==> src/pmpc_pkg.sv <==
// constants, types and register map for the program memory parity checker
// How it works
// command bits act only when written one; zeros change nothing
// command bit 6 clears remote read error, bit 5 clears fetch error
// bit 3 suspends, bit 2 disables, bit 0 enables; other bits reserved
// two or more mode bits in one write force disabled mode
// one write may clear both errors and change mode together
// location holds address bits 31-5; bits 4-1 read zero
// location bit 0 is one for program RAM, zero for cache
// reset enters disabled: writes clear valid, reads unchecked
// enabling never initialises parity storage; software writes RAM first
// enabled: full writes store parity and set valid; full reads checked
// suspended: no checks, stored parity and valid untouched
// disable accepted anytime; valid cleared per write, never in bulk
// two error outputs: fetch exception and remote parity event
// fetch error asserted one to two cycles after the fetch
// remote error appears as interrupt controller event 113
// only first error recorded; later reports suppressed until cleared
// fetch error overrides a recorded remote error and raises exception
// debug emulation reads are never checked
// debug emulation writes clear valid except while suspended
// parity is the xor of all 256 data bits versus stored bit
// narrow writes mark stored parity invalid
// status shows one mode flag and at most one error flag, read only
// error only when valid set and computed parity differs
package pmpc_pkg;
	localparam int unsigned DATA_W = 256;
	localparam int unsigned IDX_W = 10;
	localparam int unsigned DEPTH = 1024;
	localparam int unsigned LINE_LSB = 5;
	localparam int unsigned ADDR_W = 32;

	localparam logic [31:0] STATUS_ADDR = 32'h0184_6404;
	localparam logic [31:0] CMD_ADDR = 32'h0184_6408;
	localparam logic [31:0] LOC_ADDR = 32'h0184_640C;
	localparam logic [31:0] WORD_ZERO = 32'h0000_0000;

	// command and status share these bit positions
	localparam int unsigned BIT_EN = 0;
	localparam int unsigned BIT_DIS = 2;
	localparam int unsigned BIT_HALT_CHECKING_COMMAND = 3;
	localparam int unsigned BIT_FETCH_ERR = 5;
	localparam int unsigned BIT_REMOTE_ERR = 6;
	localparam int unsigned LOC_RAM_BIT = 0;
	localparam logic [3:0] LOC_RSVD = 4'h0;

	localparam logic [2:0] MB_NONE = 3'h0;
	localparam logic [2:0] MB_EN = 3'h1;
	localparam logic [2:0] MB_DIS = 3'h2;
	localparam logic [2:0] MB_HALT_CHECKING_COMMAND = 3'h4;

	localparam logic [7:0] REMOTE_EVENT_NUM = 8'h71;

	typedef enum logic [1:0] {
		MODE_DIS = 2'b00,
		MODE_EN = 2'b01,
		MODE_HALT_CHECKING_COMMAND = 2'b10
	} pmpc_mode_e;

	typedef struct packed {
		logic wr;
		logic rd;
		logic [31:0] addr;
		logic [31:0] wdata;
	} pmpc_reg_req_s;

	// one memory access; fetch is ignored on the write channel
	typedef struct packed {
		logic valid;
		logic full;
		logic emu;
		logic fetch;
		logic ram;
		logic [ADDR_W-1:0] addr;
	} pmpc_access_s;
endpackage : pmpc_pkg

==> src/pmpc_parity_chk.sv <==
// parity of one 256-bit line and comparison with the stored bit
`timescale 1ns/1ps
module pmpc_parity_chk (
	input wire logic [pmpc_pkg::DATA_W-1:0] data_in,
	input wire logic stored_par_in,
	input wire logic stored_val_in,
	output logic par_out,
	output logic err_out
);
	import pmpc_pkg::*;

	assign par_out = ^data_in;
	assign err_out = stored_val_in && (par_out != stored_par_in);
endmodule : pmpc_parity_chk

==> src/pmpc_top.sv <==
// program memory parity checker: storage, mode control, error record, registers
`timescale 1ns/1ps
module pmpc_top (
	input wire logic sys_clk_in,
	input wire logic rst_in,
	input wire pmpc_pkg::pmpc_reg_req_s reg_req_in,
	output logic [31:0] reg_rdata_out,
	input wire pmpc_pkg::pmpc_access_s mem_wr_in,
	input wire logic [pmpc_pkg::DATA_W-1:0] mem_wr_data_in,
	input wire pmpc_pkg::pmpc_access_s mem_rd_in,
	input wire logic [pmpc_pkg::DATA_W-1:0] mem_rd_data_in,
	output logic fetch_exception_out,
	output logic remote_parity_event_out,
	output logic [7:0] remote_event_id_out
);
	import pmpc_pkg::*;

	pmpc_mode_e mode_q;
	pmpc_mode_e mode_d;
	logic fetch_err_q;
	logic fetch_err_d;
	logic remote_err_q;
	logic remote_err_d;
	logic [31:0] loc_q;
	logic [31:0] loc_d;
	logic fetch_exc_q;
	logic remote_evt_q;
	logic [31:0] rdata_q;
	logic [7:0] event_id_q;

	// per-line parity and valid, deliberately without reset
	logic stored_par [DEPTH];
	logic stored_val [DEPTH];

	logic cmd_wr;
	logic [2:0] mode_bits;
	logic fetch_clr;
	logic remote_clr;
	logic [IDX_W-1:0] wr_idx;
	logic [IDX_W-1:0] rd_idx;
	logic wr_par;
	logic rd_par;
	logic rd_mismatch;
	logic chk_on;
	logic fetch_err_now;
	logic remote_err_now;
	logic fetch_held;
	logic remote_held;
	logic take_fetch;
	logic take_remote;
	logic [31:0] status_word;

	assign cmd_wr = reg_req_in.wr && (reg_req_in.addr == CMD_ADDR);
	assign mode_bits = {reg_req_in.wdata[BIT_HALT_CHECKING_COMMAND], reg_req_in.wdata[BIT_DIS], reg_req_in.wdata[BIT_EN]};
	assign fetch_clr = cmd_wr && reg_req_in.wdata[BIT_FETCH_ERR];
	assign remote_clr = cmd_wr && reg_req_in.wdata[BIT_REMOTE_ERR];

	assign wr_idx = mem_wr_in.addr[LINE_LSB +: IDX_W];
	assign rd_idx = mem_rd_in.addr[LINE_LSB +: IDX_W];

	pmpc_parity_chk u_wr_par (
		.data_in(mem_wr_data_in),
		.stored_par_in(1'b0),
		.stored_val_in(1'b0),
		.par_out(wr_par),
		.err_out()
	);

	pmpc_parity_chk u_rd_chk (
		.data_in(mem_rd_data_in),
		.stored_par_in(stored_par[rd_idx]),
		.stored_val_in(stored_val[rd_idx]),
		.par_out(rd_par),
		.err_out(rd_mismatch)
	);

	// mode command decode
	always_comb begin
		mode_d = mode_q;
		if (cmd_wr) begin
			case (mode_bits)
				MB_NONE: mode_d = mode_q;
				MB_EN: mode_d = MODE_EN;
				MB_DIS: mode_d = MODE_DIS;
				MB_HALT_CHECKING_COMMAND: mode_d = MODE_HALT_CHECKING_COMMAND;
				default: mode_d = MODE_DIS;
			endcase
		end
	end

	always_ff @(posedge sys_clk_in or posedge rst_in) begin
		if (rst_in) begin
			mode_q <= MODE_DIS;
		end else begin
			mode_q <= mode_d;
		end
	end

	// parity storage update; no bulk clear on any mode change
	always_ff @(posedge sys_clk_in) begin
		if (mem_wr_in.valid && (mode_q != MODE_HALT_CHECKING_COMMAND)) begin
			if ((mode_q == MODE_EN) && mem_wr_in.full && !mem_wr_in.emu) begin
				stored_par[wr_idx] <= wr_par;
				stored_val[wr_idx] <= 1'b1;
			end else begin
				stored_val[wr_idx] <= 1'b0;
			end
		end
	end

	// only full, non-debug reads in enabled mode are checked
	assign chk_on = mem_rd_in.valid && mem_rd_in.full && !mem_rd_in.emu && (mode_q == MODE_EN);
	assign fetch_err_now = chk_on && rd_mismatch && mem_rd_in.fetch;
	assign remote_err_now = chk_on && rd_mismatch && !mem_rd_in.fetch;

	// clears act first so that an error in the same cycle is kept
	assign fetch_held = fetch_err_q && !fetch_clr;
	assign remote_held = remote_err_q && !remote_clr;
	assign take_fetch = fetch_err_now && !fetch_held;
	assign take_remote = remote_err_now && !fetch_held && !remote_held && !fetch_err_now;

	always_comb begin
		fetch_err_d = fetch_held;
		remote_err_d = remote_held;
		loc_d = loc_q;
		if (take_fetch) begin
			fetch_err_d = 1'b1;
			remote_err_d = 1'b0;
		end else if (take_remote) begin
			remote_err_d = 1'b1;
		end
		if (take_fetch || take_remote) begin
			loc_d = {mem_rd_in.addr[ADDR_W-1:LINE_LSB], LOC_RSVD, mem_rd_in.ram};
		end
	end

	always_ff @(posedge sys_clk_in or posedge rst_in) begin
		if (rst_in) begin
			fetch_err_q <= 1'b0;
			remote_err_q <= 1'b0;
			loc_q <= WORD_ZERO;
		end else begin
			fetch_err_q <= fetch_err_d;
			remote_err_q <= remote_err_d;
			loc_q <= loc_d;
		end
	end

	// error outputs, one cycle after the checked read
	always_ff @(posedge sys_clk_in or posedge rst_in) begin
		if (rst_in) begin
			fetch_exc_q <= 1'b0;
			remote_evt_q <= 1'b0;
			event_id_q <= REMOTE_EVENT_NUM;
		end else begin
			fetch_exc_q <= take_fetch;
			remote_evt_q <= take_remote;
			event_id_q <= REMOTE_EVENT_NUM;
		end
	end

	always_comb begin
		status_word = WORD_ZERO;
		status_word[BIT_EN] = (mode_q == MODE_EN);
		status_word[BIT_DIS] = (mode_q == MODE_DIS);
		status_word[BIT_HALT_CHECKING_COMMAND] = (mode_q == MODE_HALT_CHECKING_COMMAND);
		status_word[BIT_FETCH_ERR] = fetch_err_q;
		status_word[BIT_REMOTE_ERR] = remote_err_q;
	end

	// read data valid only in the cycle after the strobe; command reads zero
	always_ff @(posedge sys_clk_in or posedge rst_in) begin
		if (rst_in) begin
			rdata_q <= WORD_ZERO;
		end else if (reg_req_in.rd) begin
			case (reg_req_in.addr)
				STATUS_ADDR: rdata_q <= status_word;
				LOC_ADDR: rdata_q <= loc_q;
				default: rdata_q <= WORD_ZERO;
			endcase
		end else begin
			rdata_q <= WORD_ZERO;
		end
	end

	assign reg_rdata_out = rdata_q;
	assign fetch_exception_out = fetch_exc_q;
	assign remote_parity_event_out = remote_evt_q;
	assign remote_event_id_out = event_id_q;
endmodule : pmpc_top

==> config.mk <==
export PLATFORM = sky130hd
export DESIGN_NAME = pmpc_top
export DESIGN_NICKNAME = d
export VERILOG_FILES = /design/src/pmpc_pkg.sv /design/src/pmpc_parity_chk.sv /design/src/pmpc_top.sv
export SDC_FILE = /design/constraint.sdc
export NUM_CORES = 2
export LEC_CHECK = 0
export ABC_AREA = 1
export BUFFER_PORTS_ARGS = -buffer_cell sky130_fd_sc_hd__buf_4
export CAP_MARGIN = 20
export CORE_UTILIZATION = 45
export CTS_BUF_LIST = sky130_fd_sc_hd__clkbuf_16
export CTS_CLUSTER_DIAMETER = 80
export DETAILED_ROUTE_END_ITERATION = 8
export GPL_ROUTABILITY_DRIVEN = 0
export SKIP_CTS_REPAIR_TIMING = 1
export SLEW_MARGIN = 20
export SYNTH_ARGS = -nofsm -noshare
export SYNTH_HDL_FRONTEND = slang
export SYNTH_SLANG_ARGS = --single-unit
==> constraint.sdc <==
create_clock -name sys_clk_in -period 23.2 [get_ports sys_clk_in]
set_input_delay 1.16 -clock sys_clk_in [delete_from_list [all_inputs] [get_ports sys_clk_in]]
set_output_delay 1.16 -clock sys_clk_in [all_outputs]
set_load 0.01 [all_outputs]
Yosys cells after proc, flatten, opt, wreduce, memory -nomap -nowiden
Memory sizes are Yosys's and may differ from the RTL's.
Index checks and enable logic that the tools add are counted.
- register bits after elaboration: 66
- RAM bits: 2048
- bits of input ports: 654
- output and inout port bits: 42
- word-level logic and storage cells: 66
- memories: 2
- memories (name ; words ; width ; read ports ; clocked after memory_dff ; write ports ; RTL line ; RTL):
    stored_par ; 1024 ; 1 ; 1 ; 0 ; 1 ; pmpc_top.sv:32 ; logic stored_par [DEPTH];
    stored_val ; 1024 ; 1 ; 1 ; 0 ; 1 ; pmpc_top.sv:33 ; logic stored_val [DEPTH];
- eq/ne operators: 9
- muxes and demuxes: 13
- bitwise operators: 2
- reductions and logical operators: 33
- operator list (operator ; number):
    XOR reduction 256 bit ; 2
    == test 32 x 25 -> 1 bit (second input constant) ; 3
    case mux 32 bit (2 select lines) ; 1
    2-to-1 mux 32 bit ; 1
    logical AND 1 bit ; 19
    2-to-1 mux 1 bit ; 10
    zero test 1 bit ; 8
    case mux 2 bit (3 select lines) ; 1
    == test 3 x 1 -> 1 bit (second input constant) ; 1
    == test 3 bit (second input constant) ; 1
    zero test 3 bit ; 1
    == test 2 x 1 -> 1 bit (second input constant) ; 1
    == test 2 bit (second input constant) ; 1
    zero test 2 bit ; 1
    != test 2 bit (second input constant) ; 1
    AND reduction 2 bit ; 1
    logical OR 1 bit ; 1
    != test 1 bit ; 1
    inverter 1 bit ; 1
    OR 1 bit ; 1

Logic depth before layout (Yosys ltp)
- depth after elaboration: 11
- gate-level depth with buffers: 27
- mapped depth without buffers: 26

Hierarchy
Synthesis repeated with hierarchy kept, for this count alone.
- cell total of the unflattened synthesis: 12535
- area total of the unflattened synthesis: 108197.5 µm²
- modules (own cells, without submodules) (module ; instances ; cells each ; area an instance (µm²) ; seq. area each (µm²)):
    pmpc_top ; 1 ; 9601 ; 95745.6 ; 63100.5
    pmpc_parity_chk ; 2 ; 1467 ; 6226.0 ; 0.0

Worst setup path before layout
OpenSTA, ideal clock, no wires.
- path kind: input to register
- start: in mem_wr_data_in[7] (netlist bit)
- end: mem stored_par[0] (data pin)
- library setup time: 5.965 ns
- arrival: 30.932 ns
- required time: 17.235 ns
- setup slack: -13.697 ns
- stages: 8
- path buffers: 0
- cell sequence: xnor2_1 xor2_1 xnor2_1 xnor2_1 xnor2_1 xnor2_1 xnor2_1 xnor2_1
- longest elaborated chain between the ends: 1
- RTL lines (element ; RTL line ; RTL):
    start: declaration ; pmpc_top.sv:9 ; input wire logic [pmpc_pkg::DATA_W-1:0] mem_wr_data_in,
    XOR reduction 256 bit ; pmpc_parity_chk.sv:12 ; assign par_out = ^data_in;
    named net u_wr_par.par_out ; pmpc_parity_chk.sv:7 ; output logic par_out,
    end: declaration ; pmpc_top.sv:32 ;
The timed path passes the listed nets, and every way through them passes these cells.

Final worst setup path
- start: in mem_rd_in[5] (netlist bit)
- end: reg loc_q[25]
- longest elaborated chain between the ends: 9
- elaborated cells on any way between the ends: 13
- those cells by class: eq/ne: 1; reduce/logical: 10; memory: 2
- RTL lines (element ; RTL line ; RTL):
    start: declaration ; pmpc_top.sv:10 ; input wire pmpc_pkg::pmpc_access_s mem_rd_in,
    memory (1024 x 1 bit) ; n/a ;
    != test 1 bit ; pmpc_parity_chk.sv:13 ; assign err_out = stored_val_in && (par_out != stored_par_in);
    logical AND 1 bit * ; pmpc_parity_chk.sv:13 ;
    logical AND 1 bit * ; pmpc_top.sv:113, pmpc_top.sv:114 ;
    logical AND 1 bit ; pmpc_top.sv:114 ; assign remote_err_now = chk_on && rd_mismatch && !mem_rd_in.fetch;
    logical AND 1 bit (3 in series) ; pmpc_top.sv:120 ; assign take_remote = remote_err_now && !fetch_held && !remote_held && !fetch_err_now;
    logical OR 1 bit * ; pmpc_top.sv:132 ; if (take_fetch || take_remote) begin
    end signal: assignment ; pmpc_top.sv:145 ; loc_q <= loc_d;
    end: declaration ; pmpc_top.sv:24 ; logic [31:0] loc_q;
Mark *: on every way between the ends. The rest lies on a longest branch, timed or not.
A chain may end at the register's enable or synchronous reset.

==> flow_results.org <==
** CTS
- Clock-pin slew on the worst setup and hold paths :: around 0.060 ns
- The H-tree generated during clock tree synthesis spans 4 levels.
- TritonCTS built the clock tree.
- Library cell used as clock root buffer :: sky130_fd_sc_hd__clkbuf_16
- Number of buffers on the longest clock path :: 3
- TritonCTS buffer count :: 220
- The later pin in the worst-skew pair is clocked with a latency of approximately 0.88 ns.
- CTS saw 2112 sinks.

** Floorplan
- DIE WIDTH :: between 400 and 500 µm
- Measured along the y axis, the die boundary spans 483 µm.
- After floorplanning, the core was divided into 176 placement rows.
- between 600 and 700 I/O pins were placed.
- Die Footprint :: approximately 230000 µm²
- Placeable core region :: between 200000 and 250000 µm²
- Initial core utilization :: 0.453

** Critical path
- CP arrival :: 8.15 ns
- The worst setup path is captured at a flip-flop.
- Cell with the biggest individual delay on the critical path :: sky130_fd_sc_hd__buf_4
- For the worst setup path, the data required time is 23.96 ns.
- The critical path in this run is classified as in2reg.
- The largest single stage delay on the critical path is around 0.97 ns.
- Cells along the critical path :: buf_8, buf_4, buf_4, buf_4, buf_4, nand2_1, nand3_1, nand3_1, nand3_1, nand3_1, nand3_1, nand3_1, nand3_1, nand3_1, nand3_1, nand2_1, nand2_1, nand2_1, nand4_1, buf_4, nand2_2, nand2_1, nand2_1
- Worst reg2reg endpoint :: stored_val[208]$_DFFE_PP_
- Worst reg2reg setup slack :: 18.48 ns
- Most numerous cell on the critical path :: sky130_fd_sc_hd__nand3_1
- Worst-path fanout max :: 100
- The startpoint identified for the worst register-to-register timing path is mode_q[0]$_DFFE_PP0P_.
- Broken down by cell family, the worst path's largest delay share belongs to buffers and inverters.
- Cells on worst reg2reg path :: 7
- Buffer and inverter count on the worst path :: 6
- Startpoint class of the critical path :: input pin

** Synth
- Sequential share of the synthesized area :: 0.606
- Yosys reg bits :: 2112
- In the synthesized netlist, the number of instances is roughly 11000.
- For this run, asynchronously set or reset flops after synthesis account for 0.0303.
- The portion of synthesized area spent on multiplexers is 0.
- Post-Syn Area :: approximately 100000 µm²
- A synthesized cell averages between 9 and 10 µm².
- Combinational family with the most area after synthesis :: simple AND/OR/NAND/NOR gates
- Synth warn :: 0
- Yosys mapped the design onto 33 distinct sky130hd cell types.
- Of the total synthesized cell area, the portion taken by full adders, half adders and majority gates is 0.
- Among all flip-flop cells after synthesis, the most frequent one is sky130_fd_sc_hd__edfxtp_1.
- The synthesized design contains slightly above 2000 enable-type register cells.
- Of the total synthesized cell area, the portion taken by AND, OR, NAND and NOR gates is 0.309.
- The post-synthesis compound-gate area fraction is 0.000577.
- Xor/xnor cell area share of the yosys netlist :: 0.0332

** Pwr
- Worst IR Drop VDD :: between 0.001 and 0.0015 V
- Overall power of the completed layout :: 23.4 mW
- The analysis attributes to cell leakage a power of just over 40 nW.
- Ratio of total power to cell area :: about 200 nW/µm²

** Placed design
- The HPWL after detailed placement is roughly 180000 µm.
- Post-place setup slack :: around 15 ns
- Instance count after placement with tap cells included :: between 10000 and 15000
- In this run the tool buffered the top-level ports with between 600 and 700 buffer cells.

** Timing
- Setup repair after global routing left no endpoint under its margin.
- Across all setup checks in the final design, the least slack found is roughly 16 ns.
- At the pin with the least slew margin, the transition time is around 1.2 ns.
- Hold is met by ~0.48 ns.
- Number of pins with negative max-slew slack in the final report :: 0
- For the finished layout, the period the worst path requires is ~7.4 ns.
- Hold violation total from the final report :: 0
- Dividing the final minimum period by the clock period gives 0.318.
- Fin Setup TNS :: 0 ns
- In this run the tightest slew margin relative to its limit is 0.188.
- Skew final :: ~0.042 ns
- Static timing analysis puts the maximum clock frequency at between 100 and 150 MHz.
- Setup violations remaining at the end of the flow were counted as 0.

** Finish
- Nets@finish :: about 12000
- In the layout the commonest cells are 3153 x sky130_fd_sc_hd__nand2_1, 2103 x sky130_fd_sc_hd__nand3_1, 2048 x sky130_fd_sc_hd__edfxtp_1.
- The finished layout holds around 15000 standard cells, fillers aside.
- Of the cells placed in the final design, the portion with a size suffix greater than 1 is 0.0988.
- Post-synthesis to final-layout area growth :: 12.2%
- The library cell used most frequently in the layout, excluding fill and tap cells, is sky130_fd_sc_hd__nand2_1.

** Drt
- For this block, the initial DRC count from the detailed router was between 8000 and 9000.
- Total number of vias :: between 80000 and 90000
- In the final routed layout, each cell accounts on average for ~23 µm.
- In the routed layout, each cell is associated on average with a via count of ~5.7.
- Count of antenna-violating nets left after detailed routing :: 0
- For this run, the detailed router's first-pass iteration total came to 6.
- Residual DRC count :: 0
- Total wirelength of the detailed-routed design :: between 300000 and 400000 µm

** Outcome
- Run status :: complete, no violations

** GRT
- Overflow after GRT :: 0
- Pin count of the biggest net entering global routing :: about 270
- Vias in the first global route :: ~80000
- Initial antenna violation count :: 26
- Overall global routing resource usage :: 0.276
- The first global-routing pass estimated 492000 µm of wire.

** Min path
- Along the worst hold path, the cell count comes to 3.
- Worst hold path endpoint :: loc_q[31]$_DFFE_PP0P_
- Class of the tightest hold or removal check :: in2reg
- HP Start :: mem_rd_in[31]

** Run
- Maximum capacitance violations :: 0
worst max path at each step:
stage               cells past startpoint          startpoint                         to  slack [ns]
floorplan                               8   mem_wr_data_in[7]    stored_par[0]$_DFFE_PP_        1.47
global placement                       23        mem_rd_in[5]      loc_q[16]$_DFFE_PP0P_       15.12
detailed placement                     13  mem_wr_data_in[61]  stored_par[822]$_DFFE_PP_       14.96
CTS                                    13  mem_wr_data_in[61]  stored_par[531]$_DFFE_PP_       15.86
global route                           23        mem_rd_in[5]      loc_q[25]$_DFFE_PP0P_       15.42
finish                                 23        mem_rd_in[5]      loc_q[25]$_DFFE_PP0P_       15.81
logic make-up (layout without fill, tap and decap cells):
family,Yosys count,in the layout
xor gates and xnor gates,395,395
DFF,2112,2112
other,2,32
buffers and inverters,1234,1440
and+or+nand+nor,7525,7525
AOI/OAI and AO/OA,10,10
synthesized netlist by cell type (2+ instances only):
cell	instances	area, µm²
sky130_fd_sc_hd__nand2_1	3210	12000
sky130_fd_sc_hd__nand3_1	2108	10600
sky130_fd_sc_hd__edfxtp_1	2048	61500
sky130_fd_sc_hd__nor2_1	1156	4340
sky130_fd_sc_hd__nor3_1	1034	5170
sky130_fd_sc_hd__clkbuf_1	553	2080
sky130_fd_sc_hd__xnor2_1	294	2570
sky130_fd_sc_hd__inv_1	256	961
sky130_fd_sc_hd__buf_2	248	1240
sky130_fd_sc_hd__xor2_1	101	885
sky130_fd_sc_hd__buf_1	95	357
sky130_fd_sc_hd__dfrtp_1	64	1600
sky130_fd_sc_hd__buf_4	61	458
sky130_fd_sc_hd__buf_6	13	146
sky130_fd_sc_hd__nand3b_1	6	45.0
sky130_fd_sc_hd__inv_2	4	15.0
sky130_fd_sc_hd__nor4_1	3	18.8
sky130_fd_sc_hd__o22ai_1	3	18.8
sky130_fd_sc_hd__a21oi_1	2	10.0
sky130_fd_sc_hd__clkinv_1	2	7.51
sky130_fd_sc_hd__conb_1	2	7.51
sky130_fd_sc_hd__nand4_1	2	12.5
sky130_fd_sc_hd__o21ai_0	2	10.0
sky130_fd_sc_hd__or4_1	2	15.0
metal layers:
layer / up-vias / global-route usage / wire length [µm]
met4: 4 / 0.127 / 15200
met2: 3506 / 0.464 / 159000
li1: 38300 / - / -
met3: 650 / 0.0427 / 26600
met5: - / 0 / 27
met1: 40600 / 0.349 / 129000
where the power goes:
part	switching [mW]	total, mW	internal (mW)
Sequential	0.000944	12.2	12.2
Combinational	7.05	7.83	0.780
Clock	1.51	3.35	1.85
Total	8.56	23.4	14.8
state kept, by name (all words and copies together), names as in the netlist:
signal                   flops
fetch_exception_out          1
loc_q                       28
stored_val                1024
remote_parity_event_out      1
fetch_err_q                  1
stored_par                1024
reg_rdata_out               30
remote_err_q                 1
mode_q                       2
final cells by class:
class	count	area [µm²]
Fill cell	21400	113000
Sequential cell	2112	63100
Multi-Input combinational cell	7940	36100
Timing Repair Buffer	774	6030
Clock buffer	223	5580
Tap cell	3026	3790
Clock inverter	180	1210
Inverter	263	1030
Antenna cell	22	55.1
stage by stage:
stage           util  instance area [µm²]
2_1_floorplan      -               104000
3_3_place_gp   0.478               110000
5_1_grt        0.508               117000
4_1_cts        0.508               117000
6_report       0.508               117000
3_5_place_dp   0.478               110000
worst register-to-register path, delay by kind of cell, from the launching register on:
family / cells / cell delay, ns
buffers and inverters: 4 / 2.74
and+or+nand+nor: 3 / 1.13
DFF: 1 / 0.39
No activity file was read; power rests on OpenSTA's default activity.
